===== config.mk =====
export PLATFORM = sky130hd
export DESIGN_NAME = ats_sequencer
export DESIGN_NICKNAME = d
export VERILOG_FILES = /design/src/shared/ats_pkg.sv /design/src/logic/ats_sequencer.sv /design/src/logic/ats_edge_detect.sv /design/src/logic/ats_down_counter.sv
export SDC_FILE = /design/constraint.sdc
export NUM_CORES = 1
export LEC_CHECK = 0
export BUFFER_PORTS_ARGS = -buffer_cell sky130_fd_sc_hd__clkbuf_2
export CELL_PAD_IN_SITES_DETAIL_PLACEMENT = 0
export CELL_PAD_IN_SITES_GLOBAL_PLACEMENT = 1
export CORE_MARGIN = 5
export CORE_UTILIZATION = 32
export CTS_BUF_LIST = sky130_fd_sc_hd__clkbuf_4 sky130_fd_sc_hd__clkbuf_8 sky130_fd_sc_hd__clkbuf_16
export DETAILED_ROUTE_END_ITERATION = 10
export PLACE_DENSITY_LB_ADDON = 0.1
export SLEW_MARGIN = 0
export SYNTH_ARGS = -nofsm -noshare
export SYNTH_HDL_FRONTEND = slang
export SYNTH_SLANG_ARGS = --single-unit

===== constraint.sdc =====
create_clock -name i_sys_clk -period 10.3 [get_ports i_sys_clk]
set_clock_uncertainty 0.2 [all_clocks]
set_input_delay 1.545 -clock i_sys_clk [delete_from_list [all_inputs] [get_ports i_sys_clk]]
set_output_delay 1.545 -clock i_sys_clk [all_outputs]
set_load 0.01 [all_outputs]

===== src/shared/ats_pkg.sv =====
`default_nettype none
package ats_pkg;

  ////////////////////////////////////////////////////////////////////////
  // Clock and widths
  localparam int unsigned CLK_PERIOD_NS = 8;
  localparam int unsigned CNT_W = 24;
  localparam int unsigned REC_W = 16;
  localparam int unsigned PCT_W = 7;
  localparam int unsigned TB_W = 3;
  localparam int unsigned TB_NUM = 8;
  localparam logic [PCT_W-1:0] PCT_FULL = 7'h64;

  ////////////////////////////////////////////////////////////////////////
  // Time base: length of one horizontal division per setting, in ns
  localparam int unsigned TB_DIV_NS [TB_NUM] = '{
    100, 200, 500, 1000, 2000, 5000, 10000, 20000
  };
  // Divisions waited in auto mode, and holdoff span limits in divisions
  localparam int unsigned AUTO_TO_DIVS = 10;
  localparam int unsigned HOLDOFF_MIN_DIVS = 1;
  localparam int unsigned HOLDOFF_MAX_DIVS = 5;

  // Division count at a time base turned into clock cycles, at least one
  function automatic int unsigned tb_cycles(input int unsigned divs,
                                            input int unsigned idx);
    int unsigned c;
    c = (divs * TB_DIV_NS[idx]) / CLK_PERIOD_NS;
    return (c == 0) ? 1 : c;
  endfunction

  ////////////////////////////////////////////////////////////////////////
  // Reset values
  localparam logic [CNT_W-1:0] CNT_RST = 24'h000000;
  localparam logic [REC_W-1:0] REC_RST = 16'h0000;

  ////////////////////////////////////////////////////////////////////////
  // Sequencer states
  typedef enum logic [2:0] {
    ST_ARMED,
    ST_DLY_TIME,
    ST_DLY_EVT,
    ST_ACQ,
    ST_HOLDOFF
  } ats_state_t;

  // Main trigger and record setup
  typedef struct packed {
    logic mode_auto;
    logic slope_fall;
    logic [TB_W-1:0] tb_sel;
    logic [PCT_W-1:0] holdoff_pct;
    logic [PCT_W-1:0] pretrig_pct;
    logic [REC_W-1:0] record_len;
  } ats_cfg_t;

  // Delayed time base setup
  typedef struct packed {
    logic dly_use;
    logic by_time;
    logic by_events;
    logic slope_fall;
    logic [CNT_W-1:0] time_cyc;
    logic [REC_W-1:0] events;
  } ats_dly_cfg_t;

  // Status seen by the host
  typedef struct packed {
    logic armed;
    logic acquiring;
    logic holdoff;
    logic delaying;
    logic pretrig_full;
    logic forced;
  } ats_status_t;

endpackage
`default_nettype wire


===== src/logic/ats_sequencer.sv =====
// What this block does
// - In normal mode only a qualified trigger event or a force request starts an acquisition.
// - A force request makes exactly one acquisition, as if triggered.
// - In auto mode a timeout timer restarts on every trigger event.
// - In auto mode an expired timeout forces a trigger and acquisition.
// - The auto timeout length is picked by the time base setting.
// - Once a trigger is taken, triggers are ignored until acquisition ends.
// - After each acquisition triggers are ignored for a holdoff interval.
// - Holdoff spans 0 to 100 percent of a range set by the time base.
// - A pretrigger percentage sets the record share before the trigger.
// - A slope setting picks the rising or falling crossing.
// - The delayed trigger path is an edge trigger only.
// - The delayed time base defers acquisition by time, event count or both.
// - Armed keeps pretrigger samples; posttrigger samples follow the event.
// - An edge event is a crossing of the level in the chosen direction.
`timescale 1ns/1ps
`default_nettype none
module ats_sequencer #(
  parameter int unsigned P_AUTO_TO_CYC [ats_pkg::TB_NUM] = '{
    ats_pkg::tb_cycles(ats_pkg::AUTO_TO_DIVS, 0),
    ats_pkg::tb_cycles(ats_pkg::AUTO_TO_DIVS, 1),
    ats_pkg::tb_cycles(ats_pkg::AUTO_TO_DIVS, 2),
    ats_pkg::tb_cycles(ats_pkg::AUTO_TO_DIVS, 3),
    ats_pkg::tb_cycles(ats_pkg::AUTO_TO_DIVS, 4),
    ats_pkg::tb_cycles(ats_pkg::AUTO_TO_DIVS, 5),
    ats_pkg::tb_cycles(ats_pkg::AUTO_TO_DIVS, 6),
    ats_pkg::tb_cycles(ats_pkg::AUTO_TO_DIVS, 7)
  },
  parameter int unsigned P_HO_MIN_CYC [ats_pkg::TB_NUM] = '{
    ats_pkg::tb_cycles(ats_pkg::HOLDOFF_MIN_DIVS, 0),
    ats_pkg::tb_cycles(ats_pkg::HOLDOFF_MIN_DIVS, 1),
    ats_pkg::tb_cycles(ats_pkg::HOLDOFF_MIN_DIVS, 2),
    ats_pkg::tb_cycles(ats_pkg::HOLDOFF_MIN_DIVS, 3),
    ats_pkg::tb_cycles(ats_pkg::HOLDOFF_MIN_DIVS, 4),
    ats_pkg::tb_cycles(ats_pkg::HOLDOFF_MIN_DIVS, 5),
    ats_pkg::tb_cycles(ats_pkg::HOLDOFF_MIN_DIVS, 6),
    ats_pkg::tb_cycles(ats_pkg::HOLDOFF_MIN_DIVS, 7)
  },
  parameter int unsigned P_HO_MAX_CYC [ats_pkg::TB_NUM] = '{
    ats_pkg::tb_cycles(ats_pkg::HOLDOFF_MAX_DIVS, 0),
    ats_pkg::tb_cycles(ats_pkg::HOLDOFF_MAX_DIVS, 1),
    ats_pkg::tb_cycles(ats_pkg::HOLDOFF_MAX_DIVS, 2),
    ats_pkg::tb_cycles(ats_pkg::HOLDOFF_MAX_DIVS, 3),
    ats_pkg::tb_cycles(ats_pkg::HOLDOFF_MAX_DIVS, 4),
    ats_pkg::tb_cycles(ats_pkg::HOLDOFF_MAX_DIVS, 5),
    ats_pkg::tb_cycles(ats_pkg::HOLDOFF_MAX_DIVS, 6),
    ats_pkg::tb_cycles(ats_pkg::HOLDOFF_MAX_DIVS, 7)
  }
) (
  input wire logic i_sys_clk,
  input wire logic i_arst_n,
  input wire logic i_trig_cmp,
  input wire logic i_dly_trig_cmp,
  input wire logic i_sample_tick,
  input wire logic i_force,
  input wire ats_pkg::ats_cfg_t i_cfg,
  input wire ats_pkg::ats_dly_cfg_t i_dly_cfg,
  output logic o_sample_we,
  output logic o_trig_mark,
  output logic o_acq_done,
  output logic [2:0] o_state,
  output ats_pkg::ats_status_t o_status
);

  ////////////////////////////////////////////////////////////////////////
  // Declarations
  ats_pkg::ats_state_t st_r;
  ats_pkg::ats_state_t st_nxt;
  logic [ats_pkg::REC_W-1:0] pre_cnt_r;
  logic [ats_pkg::REC_W-1:0] pre_cnt_nxt;
  logic [ats_pkg::REC_W-1:0] post_cnt_r;
  logic [ats_pkg::REC_W-1:0] post_cnt_nxt;
  logic [ats_pkg::REC_W-1:0] dly_evt_cnt_r;
  logic [ats_pkg::REC_W-1:0] dly_evt_cnt_nxt;
  logic force_pend_r;
  logic force_pend_nxt;
  logic forced_r;
  logic forced_nxt;
  logic sample_we_r;
  logic sample_we_nxt;
  logic trig_mark_r;
  logic trig_mark_nxt;
  logic acq_done_r;
  logic acq_done_nxt;
  ats_pkg::ats_status_t status_r;
  ats_pkg::ats_status_t status_nxt;

  logic main_evt;
  logic dly_evt;
  logic auto_zero;
  logic ho_zero;
  logic dly_zero;
  logic auto_load;
  logic [ats_pkg::CNT_W-1:0] auto_len;
  logic [ats_pkg::CNT_W-1:0] ho_len;
  logic [ats_pkg::REC_W-1:0] pre_len;
  logic [ats_pkg::REC_W-1:0] post_len;
  logic [ats_pkg::PCT_W-1:0] ho_pct;
  logic [ats_pkg::PCT_W-1:0] pre_pct;
  logic pre_full;
  logic accept_ok;
  logic real_trig;
  logic auto_fire;
  logic force_fire;
  logic go;
  logic [31:0] ho_min;
  logic [31:0] ho_span;
  logic [31:0] ho_calc;
  logic [31:0] pre_calc;

  ////////////////////////////////////////////////////////////////////////
  // Edge detection for the main and the delayed trigger paths
  ats_edge_detect u_main_edge (
    .i_sys_clk(i_sys_clk),
    .i_arst_n(i_arst_n),
    .i_cmp(i_trig_cmp),
    .i_slope_fall(i_cfg.slope_fall),
    .o_event(main_evt)
  );

  // Delayed path takes only a plain edge, no qualification
  ats_edge_detect u_dly_edge (
    .i_sys_clk(i_sys_clk),
    .i_arst_n(i_arst_n),
    .i_cmp(i_dly_trig_cmp),
    .i_slope_fall(i_dly_cfg.slope_fall),
    .o_event(dly_evt)
  );

  ////////////////////////////////////////////////////////////////////////
  // Lengths derived from time base and percentages
  always_comb begin
    ho_pct = (i_cfg.holdoff_pct > ats_pkg::PCT_FULL) ?
      ats_pkg::PCT_FULL : i_cfg.holdoff_pct;
    pre_pct = (i_cfg.pretrig_pct > ats_pkg::PCT_FULL) ?
      ats_pkg::PCT_FULL : i_cfg.pretrig_pct;
    auto_len = ats_pkg::CNT_W'(P_AUTO_TO_CYC[i_cfg.tb_sel]);
    ho_min = P_HO_MIN_CYC[i_cfg.tb_sel];
    ho_span = P_HO_MAX_CYC[i_cfg.tb_sel] - ho_min;
    ho_calc = ho_min + (ho_span * {25'h0000000, ho_pct}) / 32'h64;
    ho_len = ho_calc[ats_pkg::CNT_W-1:0];
    pre_calc = ({16'h0000, i_cfg.record_len} * {25'h0000000, pre_pct})
      / 32'h64;
    pre_len = pre_calc[ats_pkg::REC_W-1:0];
    post_len = i_cfg.record_len - pre_len;
  end

  ////////////////////////////////////////////////////////////////////////
  // Trigger acceptance, only while armed with pretrigger filled
  always_comb begin
    pre_full = (pre_cnt_r >= pre_len);
    accept_ok = (st_r == ats_pkg::ST_ARMED) && pre_full;
    real_trig = accept_ok && main_evt;
    auto_fire = accept_ok && i_cfg.mode_auto && auto_zero && !main_evt;
    force_fire = accept_ok && force_pend_r && !main_evt && !auto_fire;
    go = real_trig || auto_fire || force_fire;
    // Auto timer restarts on each event and after each start
    auto_load = main_evt || go;
  end

  ////////////////////////////////////////////////////////////////////////
  // Timers: auto timeout, holdoff, delayed time
  ats_down_counter u_auto_tmr (
    .i_sys_clk(i_sys_clk),
    .i_arst_n(i_arst_n),
    .i_load(auto_load),
    .i_load_val(auto_len),
    .i_run(i_cfg.mode_auto),
    .o_zero(auto_zero)
  );

  ats_down_counter u_ho_tmr (
    .i_sys_clk(i_sys_clk),
    .i_arst_n(i_arst_n),
    .i_load(acq_done_nxt),
    .i_load_val(ho_len),
    .i_run(st_r == ats_pkg::ST_HOLDOFF),
    .o_zero(ho_zero)
  );

  ats_down_counter u_dly_tmr (
    .i_sys_clk(i_sys_clk),
    .i_arst_n(i_arst_n),
    .i_load(real_trig),
    .i_load_val(i_dly_cfg.time_cyc),
    .i_run(st_r == ats_pkg::ST_DLY_TIME),
    .o_zero(dly_zero)
  );

  ////////////////////////////////////////////////////////////////////////
  // Sequencer next state and counters
  always_comb begin
    st_nxt = st_r;
    pre_cnt_nxt = pre_cnt_r;
    post_cnt_nxt = post_cnt_r;
    dly_evt_cnt_nxt = dly_evt_cnt_r;
    forced_nxt = forced_r;
    acq_done_nxt = 1'b0;
    trig_mark_nxt = 1'b0;
    // A new request is never lost to the clear of an old one
    force_pend_nxt = (force_pend_r && !force_fire) || i_force;
    case (st_r)
      ats_pkg::ST_ARMED: begin
        if (i_sample_tick && !pre_full) begin
          pre_cnt_nxt = pre_cnt_r + 16'h0001;
        end
        if (go) begin
          forced_nxt = !real_trig;
          post_cnt_nxt = ats_pkg::REC_RST;
          dly_evt_cnt_nxt = ats_pkg::REC_RST;
          if (real_trig && i_dly_cfg.dly_use && i_dly_cfg.by_time) begin
            st_nxt = ats_pkg::ST_DLY_TIME;
          end else if (real_trig && i_dly_cfg.dly_use &&
                       i_dly_cfg.by_events) begin
            st_nxt = ats_pkg::ST_DLY_EVT;
          end else begin
            st_nxt = ats_pkg::ST_ACQ;
            trig_mark_nxt = 1'b1;
          end
        end
      end
      ats_pkg::ST_DLY_TIME: begin
        // Time first, then events when both are chosen
        if (dly_zero) begin
          if (i_dly_cfg.by_events) begin
            st_nxt = ats_pkg::ST_DLY_EVT;
          end else begin
            st_nxt = ats_pkg::ST_ACQ;
            trig_mark_nxt = 1'b1;
          end
        end
      end
      ats_pkg::ST_DLY_EVT: begin
        if (dly_evt_cnt_r >= i_dly_cfg.events) begin
          st_nxt = ats_pkg::ST_ACQ;
          trig_mark_nxt = 1'b1;
        end else if (dly_evt) begin
          dly_evt_cnt_nxt = dly_evt_cnt_r + 16'h0001;
        end
      end
      ats_pkg::ST_ACQ: begin
        // Main events ignored here
        if (post_cnt_r >= post_len) begin
          st_nxt = ats_pkg::ST_HOLDOFF;
          acq_done_nxt = 1'b1;
        end else if (i_sample_tick) begin
          post_cnt_nxt = post_cnt_r + 16'h0001;
        end
      end
      ats_pkg::ST_HOLDOFF: begin
        if (ho_zero) begin
          st_nxt = ats_pkg::ST_ARMED;
          pre_cnt_nxt = ats_pkg::REC_RST;
        end
      end
      default: begin
        st_nxt = ats_pkg::ST_ARMED;
      end
    endcase
  end

  ////////////////////////////////////////////////////////////////////////
  // Output next values
  always_comb begin
    sample_we_nxt = i_sample_tick && ((st_nxt == ats_pkg::ST_ACQ &&
      st_r == ats_pkg::ST_ACQ) || st_r == ats_pkg::ST_ARMED ||
      st_r == ats_pkg::ST_DLY_TIME || st_r == ats_pkg::ST_DLY_EVT);
    status_nxt.armed = (st_nxt == ats_pkg::ST_ARMED);
    status_nxt.acquiring = (st_nxt == ats_pkg::ST_ACQ);
    status_nxt.holdoff = (st_nxt == ats_pkg::ST_HOLDOFF);
    status_nxt.delaying = (st_nxt == ats_pkg::ST_DLY_TIME) ||
      (st_nxt == ats_pkg::ST_DLY_EVT);
    status_nxt.pretrig_full = (pre_cnt_nxt >= pre_len);
    status_nxt.forced = forced_nxt;
  end

  ////////////////////////////////////////////////////////////////////////
  // Registers; reset enters armed
  always_ff @(posedge i_sys_clk or negedge i_arst_n) begin
    if (!i_arst_n) begin
      st_r <= ats_pkg::ST_ARMED;
      pre_cnt_r <= ats_pkg::REC_RST;
      post_cnt_r <= ats_pkg::REC_RST;
      dly_evt_cnt_r <= ats_pkg::REC_RST;
      force_pend_r <= 1'b0;
      forced_r <= 1'b0;
      sample_we_r <= 1'b0;
      trig_mark_r <= 1'b0;
      acq_done_r <= 1'b0;
      status_r <= '0;
    end else begin
      st_r <= st_nxt;
      pre_cnt_r <= pre_cnt_nxt;
      post_cnt_r <= post_cnt_nxt;
      dly_evt_cnt_r <= dly_evt_cnt_nxt;
      force_pend_r <= force_pend_nxt;
      forced_r <= forced_nxt;
      sample_we_r <= sample_we_nxt;
      trig_mark_r <= trig_mark_nxt;
      acq_done_r <= acq_done_nxt;
      status_r <= status_nxt;
    end
  end

  // Flop-driven outputs
  assign o_sample_we = sample_we_r;
  assign o_trig_mark = trig_mark_r;
  assign o_acq_done = acq_done_r;
  assign o_state = st_r;
  assign o_status = status_r;

endmodule
`default_nettype wire


===== src/logic/ats_edge_detect.sv =====
`timescale 1ns/1ps
`default_nettype none
module ats_edge_detect (
  input wire logic i_sys_clk,
  input wire logic i_arst_n,
  input wire logic i_cmp,
  input wire logic i_slope_fall,
  output logic o_event
);

  logic sync1_r;
  logic sync2_r;
  logic prev_r;
  logic event_r;
  logic event_nxt;

  ////////////////////////////////////////////////////////////////////////
  // Crossing in the chosen direction after the level comparator
  always_comb begin
    if (i_slope_fall) begin
      event_nxt = prev_r & ~sync2_r;
    end else begin
      event_nxt = ~prev_r & sync2_r;
    end
  end

  // Two-stage synchroniser, history and event flop
  always_ff @(posedge i_sys_clk or negedge i_arst_n) begin
    if (!i_arst_n) begin
      sync1_r <= 1'b0;
      sync2_r <= 1'b0;
      prev_r <= 1'b0;
      event_r <= 1'b0;
    end else begin
      sync1_r <= i_cmp;
      sync2_r <= sync1_r;
      prev_r <= sync2_r;
      event_r <= event_nxt;
    end
  end

  assign o_event = event_r;

endmodule
`default_nettype wire


===== src/logic/ats_down_counter.sv =====
`timescale 1ns/1ps
`default_nettype none
module ats_down_counter (
  input wire logic i_sys_clk,
  input wire logic i_arst_n,
  input wire logic i_load,
  input wire logic [ats_pkg::CNT_W-1:0] i_load_val,
  input wire logic i_run,
  output logic o_zero
);

  logic [ats_pkg::CNT_W-1:0] cnt_r;
  logic [ats_pkg::CNT_W-1:0] cnt_nxt;

  ////////////////////////////////////////////////////////////////////////
  // Load wins over counting; stops at zero
  always_comb begin
    cnt_nxt = cnt_r;
    if (i_load) begin
      cnt_nxt = i_load_val;
    end else if (i_run && (cnt_r != ats_pkg::CNT_RST)) begin
      cnt_nxt = cnt_r - 24'h000001;
    end
  end

  // Count register
  always_ff @(posedge i_sys_clk or negedge i_arst_n) begin
    if (!i_arst_n) begin
      cnt_r <= ats_pkg::CNT_RST;
    end else begin
      cnt_r <= cnt_nxt;
    end
  end

  assign o_zero = (cnt_r == ats_pkg::CNT_RST);

endmodule
`default_nettype wire


After elaboration in Yosys (flattened, before gate mapping). Memories as Yosys holds them, arrays and structs flattened. Index checks and enable logic that the tools add are counted.

Output and inout port bits: 12. Word-level logic and storage cells: 161. Flip-flop bits (word level): 141. Memory bits (read-only): 768. Memories kept: 3.

Reductions and logical operators: 47. Eq/ne operators: 13. Add/subtract/negate cells: 9. Multiplexer cells: 44. Bitwise logic cells: 9. Div/mod/pow operators: 2. $mul: 2. Magnitude comparators: 7.

Memories: (name not given) (depth 8, width 32, rd ports 1, clocked after memory_dff 0, write ports 0, line ats_sequencer.sv:139) `ho_span = P_HO_MAX_CYC[i_cfg.tb_sel] - ho_min;`; (name not given) (depth 8, width 32, rd ports 1, clocked after memory_dff 0, write ports 0, line ats_sequencer.sv:138) `ho_min = P_HO_MIN_CYC[i_cfg.tb_sel];`; (name not given) (depth 8, width 32, rd ports 1, clocked after memory_dff 0, write ports 0, line ats_sequencer.sv:137) `auto_len = ats_pkg::CNT_W'(P_AUTO_TO_CYC[i_cfg.tb_sel]);`.

Operators by type and width (count): 2-to-1 mux 24 bit (8); 2-to-1 mux 32 bit (4); 2-to-1 mux 16 bit (7); one-hot mux 16 bit (2 select lines) (3); zero test 24 bit (3); nonzero test 24 bit (3); subtractor 24 x 1 -> 24 bit, second input constant (3); greater-or-equal comparator 16 bit (4); adder 16 x 1 -> 16 bit, second input constant (3); divider 23 x 7 -> 32 bit, second input constant (1); divider 32 x 7 -> 32 bit, second input constant (1); multiplier 32 x 7 -> 32 bit (1); subtractor 32 bit (1); adder 24 bit (1); multiplier 16 x 7 -> 23 bit (1); logical AND 1 bit (18); subtractor 16 bit (1); 2-to-1 mux 3 bit (5); one-hot mux 3 bit (5 select lines) (1); > comparator 7 bit, second input constant (2); 2-to-1 mux 7 bit (2); equality test 3 x 2 -> 1 bit, second input constant (4); 2-to-1 mux 1 bit (12); nonzero test 2 bit (5); 15 further kinds (39).

Logic depth before layout (Yosys ltp).
Depth after elaboration: 20. Mapped depth: 134. Gate-level depth less buffers: 129.

Hierarchy. From an unflattened synthesis, not the netlist that was laid out.

Cell total of the unflattened synthesis: 3757. Area, all modules: 29127.9 µm².

Modules (own cells, without submodules): ats_sequencer (sequential area each 1526.5 µm², cells each 3239, instances 1, area each 24404.7 µm²); ats_down_counter (sequential area each 600.6 µm², cells each 168, instances 3, area each 1492.7 µm²); ats_edge_detect (sequential area each 100.1 µm², cells each 7, instances 2, area each 122.6 µm²).

Worst setup path after synthesis. Ideal clock, no wire load.

Kind: in2reg. Start point: input port i_cfg[30] (netlist name). End point: register u_ho_tmr.cnt_r[22] (netlist name). Arrival: 25.334 ns. Required time: 9.963 ns. Stages on the path: 112. Buffers on the path: 7. Setup slack: -15.370 ns. Cells stage by stage: clkbuf_1 > inv_1 > ha_1 > nand2_1 > inv_1 > nor2_1 > ha_1 > clkbuf_1 > o311a_1 > o31ai_1 > a41oi_1 > nor3_1 > ha_1 > nor2_1 > fa_1 > fa_1 > fa_1 > inv_1 > [... 76 more ...] > inv_1 > fa_1 > nor2b_1 > o21ai_0 > nand2b_1 > a21oi_1 > o21bai_1 > a21oi_1 > o21bai_1 > a21oi_1 > o21bai_1 > a21o_1 > a21o_1 > nor3b_1 > and3_1 > nand2b_1 > xnor2_1 > a21oi_1.

Cells in the longest elaborated chain, start to end: 9. Elaborated cells on any way between the ends: 12. Classes of those cells: add/sub: 2; mul: 1; div: 1; mux: 5; bitwise: 1; memory: 2.

RTL lines: start, declared (line ats_sequencer.sv:56) `input wire ats_pkg::ats_cfg_t i_cfg,`; NOT 3 -> 4 bit (not written as such) * (line ats_sequencer.sv:138, ats_sequencer.sv:139); memory read (8 x 32 bit), on equally long branches; 2-to-1 mux 32 bit, on equally long branches (2 in a row) (line ats_sequencer.sv:139, ats_sequencer.sv:138); subtractor 32 bit (line ats_sequencer.sv:139); multiplier 32 x 7 -> 32 bit (line ats_sequencer.sv:140) `ho_calc = ho_min + (ho_span * {25'h0000000, ho_pct}) / 32'h64;`; divider 32 x 7 -> 32 bit (line ats_sequencer.sv:140); adder 24 bit * (line ats_sequencer.sv:140); 2-to-1 mux 24 bit * (line ats_down_counter.sv:19) `if (i_load) begin`; end signal, assigned (line ats_down_counter.sv:29) `cnt_r <= ats_pkg::CNT_RST;`; end signal, assigned (line ats_down_counter.sv:31) `cnt_r <= cnt_nxt;`; end, declared (line ats_down_counter.sv:12) `logic [ats_pkg::CNT_W-1:0] cnt_r;`.

Every way passes the cells marked *; elsewhere a longest branch is shown, timed or not. The select of a mux whose other input is x is not followed. A chain may end at the register's enable or synchronous reset.

Worst setup path in the final report.
Start point: input port i_cfg[30] (netlist name). End point: register u_ho_tmr.cnt_r[20] (netlist name).

The elaborated chain is that of the path after synthesis.

==> impl_metrics.env <==
export IMPL_vias=30980
export IMPL_grt_max_degree=85
export IMPL_worstPathRequired_ns=10.47
export IMPL_rsz0062_at_grt="yes"
export IMPL_fin_area_sq_um=45160
export IMPL_grt_pass1_wl_um=161500
export IMPL_place_area_sq_um=39270
export IMPL_vias_per_cell=5.032
export IMPL_grt_usage=0.2042
export IMPL_n_antenna_cell=0
export IMPL_dieArea_sq_um=94860
export IMPL_antenna_found_initial=0
export IMPL_final_common_cell="buf_4"
export IMPL_cp_slowest_cell="fa_1"
export IMPL_fp_row_count=109
export IMPL_start_kind="input pin"
export IMPL_wl_per_cell_um=16.44
export IMPL_r2r_start="pre_cnt_r[0]"
export IMPL_synth_cell_types=138
export IMPL_gp_congestion=0.8796
export IMPL_hold_violations=0
export IMPL_synth_top_cell_by_area="fa_1"
export IMPL_post_route_period_util=2.403
export IMPL_area_growth_pct=58.94
export IMPL_fillers=8589
export IMPL_worstMarginPinSlew_ns=0.8326
export IMPL_timing_final_crit_period_ns=24.75
export IMPL_holdPathEnd="u_dly_edge.sync2_r"
export IMPL_reg2reg_to="o_status[1]"
export IMPL_synth_async_reset_ratio=1.000
export IMPL_r2r_slack_ns=4.06
export IMPL_ant_nets=0
export IMPL_synthCells=3689
export IMPL_cts_inserted_buffers=17
export IMPL_cts_sinks=141
export IMPL_max_slew_margin=0.4398
export IMPL_drcViolationCount=0
export IMPL_yosys_warnings=0
export IMPL_wirelength_um=101200
export IMPL_outcome="finished with violations"
export IMPL_syn_area_per_cell_sq_um=7.703
export IMPL_die_h_um=308.0
export IMPL_setup_viol=133
export IMPL_finalWorstSetupSlack_ns=-14.45
export IMPL_first_pass_iters=5
export IMPL_crit_type="input pin to flop"
export IMPL_synth_flop_cell="dfrtp_1"
export IMPL_die_width_um=308.0
export IMPL_syn_cell_area_sq_um=28420
export IMPL_grt_ovfl_total=0
export IMPL_cts_root_buffer="clkbuf_16"
export IMPL_port_buffers=96
export IMPL_yosysTopAreaCellShare=0.1381
export IMPL_htree_levels=4
export IMPL_crit_arrival_ns=24.92
export IMPL_clkTransAtPathRegs_ns=0.07
export IMPL_ff2ff_path_depth=47
export IMPL_violations="negative setup slack"
export IMPL_insertion_delay_ns=0.44
export IMPL_crit_path_end_kind="flop"
export IMPL_path_max_fanout=8
export IMPL_tritoncts="built"
export IMPL_grt_pass1_vias=31100
export IMPL_hold_depth=0
export IMPL_core_area_sq_um=88240
export IMPL_placed_cells_incl_taps=5899
export IMPL_synth_edf_count=0
export IMPL_drtIter0Drc=1564
export IMPL_clock_fmax_mhz=40.40
export IMPL_initial_core_util=0.3220
export IMPL_seq_area_frac_synth=0.1242
export IMPL_maxCapViolations=0
export IMPL_cts_path_max_buffers=2
export IMPL_synth_area_leaders="fa_1, dfrtp_1, ha_1"
export IMPL_crit_top_cell="ha_4"
export IMPL_fin_nets=5460
export IMPL_timing_hold_ws_ns=0.1491
export IMPL_drive_gt1_frac=0.4475
export IMPL_slew_violations=0
export IMPL_min_from="u_dly_edge.sync1_r"
export IMPL_io_pins=97
export IMPL_final_cells=6157
export IMPL_most_common_layout_cells="buf_4, nand2_1, inv_1"
export IMPL_slowest_delay_ns=0.54
export IMPL_worstHoldPathType="flop to flop"
export IMPL_ys_ff_latch=141
export IMPL_synth_fp_nets=4169
export IMPL_dp_hpwl_um=80410
-- synth_stat cells (71+ instances only) --
library cell	number
o21ai_0	203
nand2_1	394
xor2_1	86
xnor2_1	166
a21oi_1	210
clkbuf_1	92
ha_1	199
nor2_1	364
nand3_1	114
dfrtp_1	141
nor3_1	90
nand2b_1	71
fa_1	196
inv_1	348
-- critical path, delay by kind of cell --
family,cells,cell delay (ns)
simple gates,30,6.13
fa+ha+maj,11,3.78
mux,1,0.37
buf+inv,15,1.73
xor+xnor,4,0.70
compound gates,53,10.63
-- stage by stage --
stage	TNS [ns]	worst slack, ns	util
after floorplan	-1451.50	-14.14	-
after global routing	-1603.02	-15.49	0.5118
final	-1469.64	-14.45	0.5118
after CTS	-1422.02	-14.04	0.4844
after global placement	-1644.67	-15.48	0.4450
after detailed placement	-1639.98	-15.62	0.4450
-- flip-flops by register name, indices dropped and copies added, names as in the netlist, 3 cells and up --
name / count
u_ho_tmr.cnt_r: 24
o_status: 6
o_state: 3
post_cnt_r: 16
dly_evt_cnt_r: 16
u_dly_tmr.cnt_r: 24
u_auto_tmr.cnt_r: 24
pre_cnt_r: 16
-- how the worst max path moves through the flow --
stage	slack (ns)	depth (start not counted)	from	to
floorplan	-14.14	110	i_cfg[32]	u_ho_tmr.cnt_r[22]
global placement	-15.48	113	i_cfg[31]	u_ho_tmr.cnt_r[20]
detailed placement	-15.62	110	i_cfg[31]	u_ho_tmr.cnt_r[20]
CTS	-14.04	113	i_cfg[30]	u_ho_tmr.cnt_r[22]
global route	-15.49	122	i_cfg[32]	u_ho_tmr.cnt_r[22]
finish	-14.45	114	i_cfg[30]	u_ho_tmr.cnt_r[20]
-- layer usage --
metal / share of wire / wire length [um] / track usage / up-vias
met1: 0.47 / 47310 / 0.2796 / 14910
met5: 0 / 0 / 0 / -
li1: - / - / - / 15590
met4: 0.016 / 1581 / 0.04028 / 0
met2: 0.49 / 49840 / 0.3573 / 401
met3: 0.025 / 2523 / 0.01469 / 81
-- final cells by class --
type	instances	area, sq um	share of cell area
timing repair buffer	1385	10800	0.2392
tap	1165	1458	0.03227
multi-input combinational	3078	27350	0.6056
clock inverter	12	209.0	0.004626
inverter	357	1369	0.03031
sequential	141	3528	0.07812
clock buffer	19	446.7	0.009890
-- cells by family after synthesis --
| kind of cell | count (synthesis) | share of synthesized area |
|---|---|---|
| DFF | 141 | 0.1242 |
| and+or+nand+nor | 1360 | 0.2285 |
| buffers and inverters | 472 | 0.06455 |
| xor gates and xnor gates | 264 | 0.08538 |
| muxes | 50 | 0.01863 |
| AOI/OAI and AO/OA | 996 | 0.2491 |
| adders and majority gates | 406 | 0.2297 |
-- timing repair --
| action | 4_1_cts | 5_1_grt |
|---|---|---|
| gates cloned | 1 | 8 |
| gates resized for setup | 394 | 357 |
| hold buffers | 0 | 0 |
| pin swaps | 342 | 208 |
| endpoints found under the setup margin | 133 | 133 |
| buffers inserted | 128 | 97 |
Power is left out: the tool's default activity adds up to more than one toggle a clock period on the data nets, which glitch-free logic cannot reach.
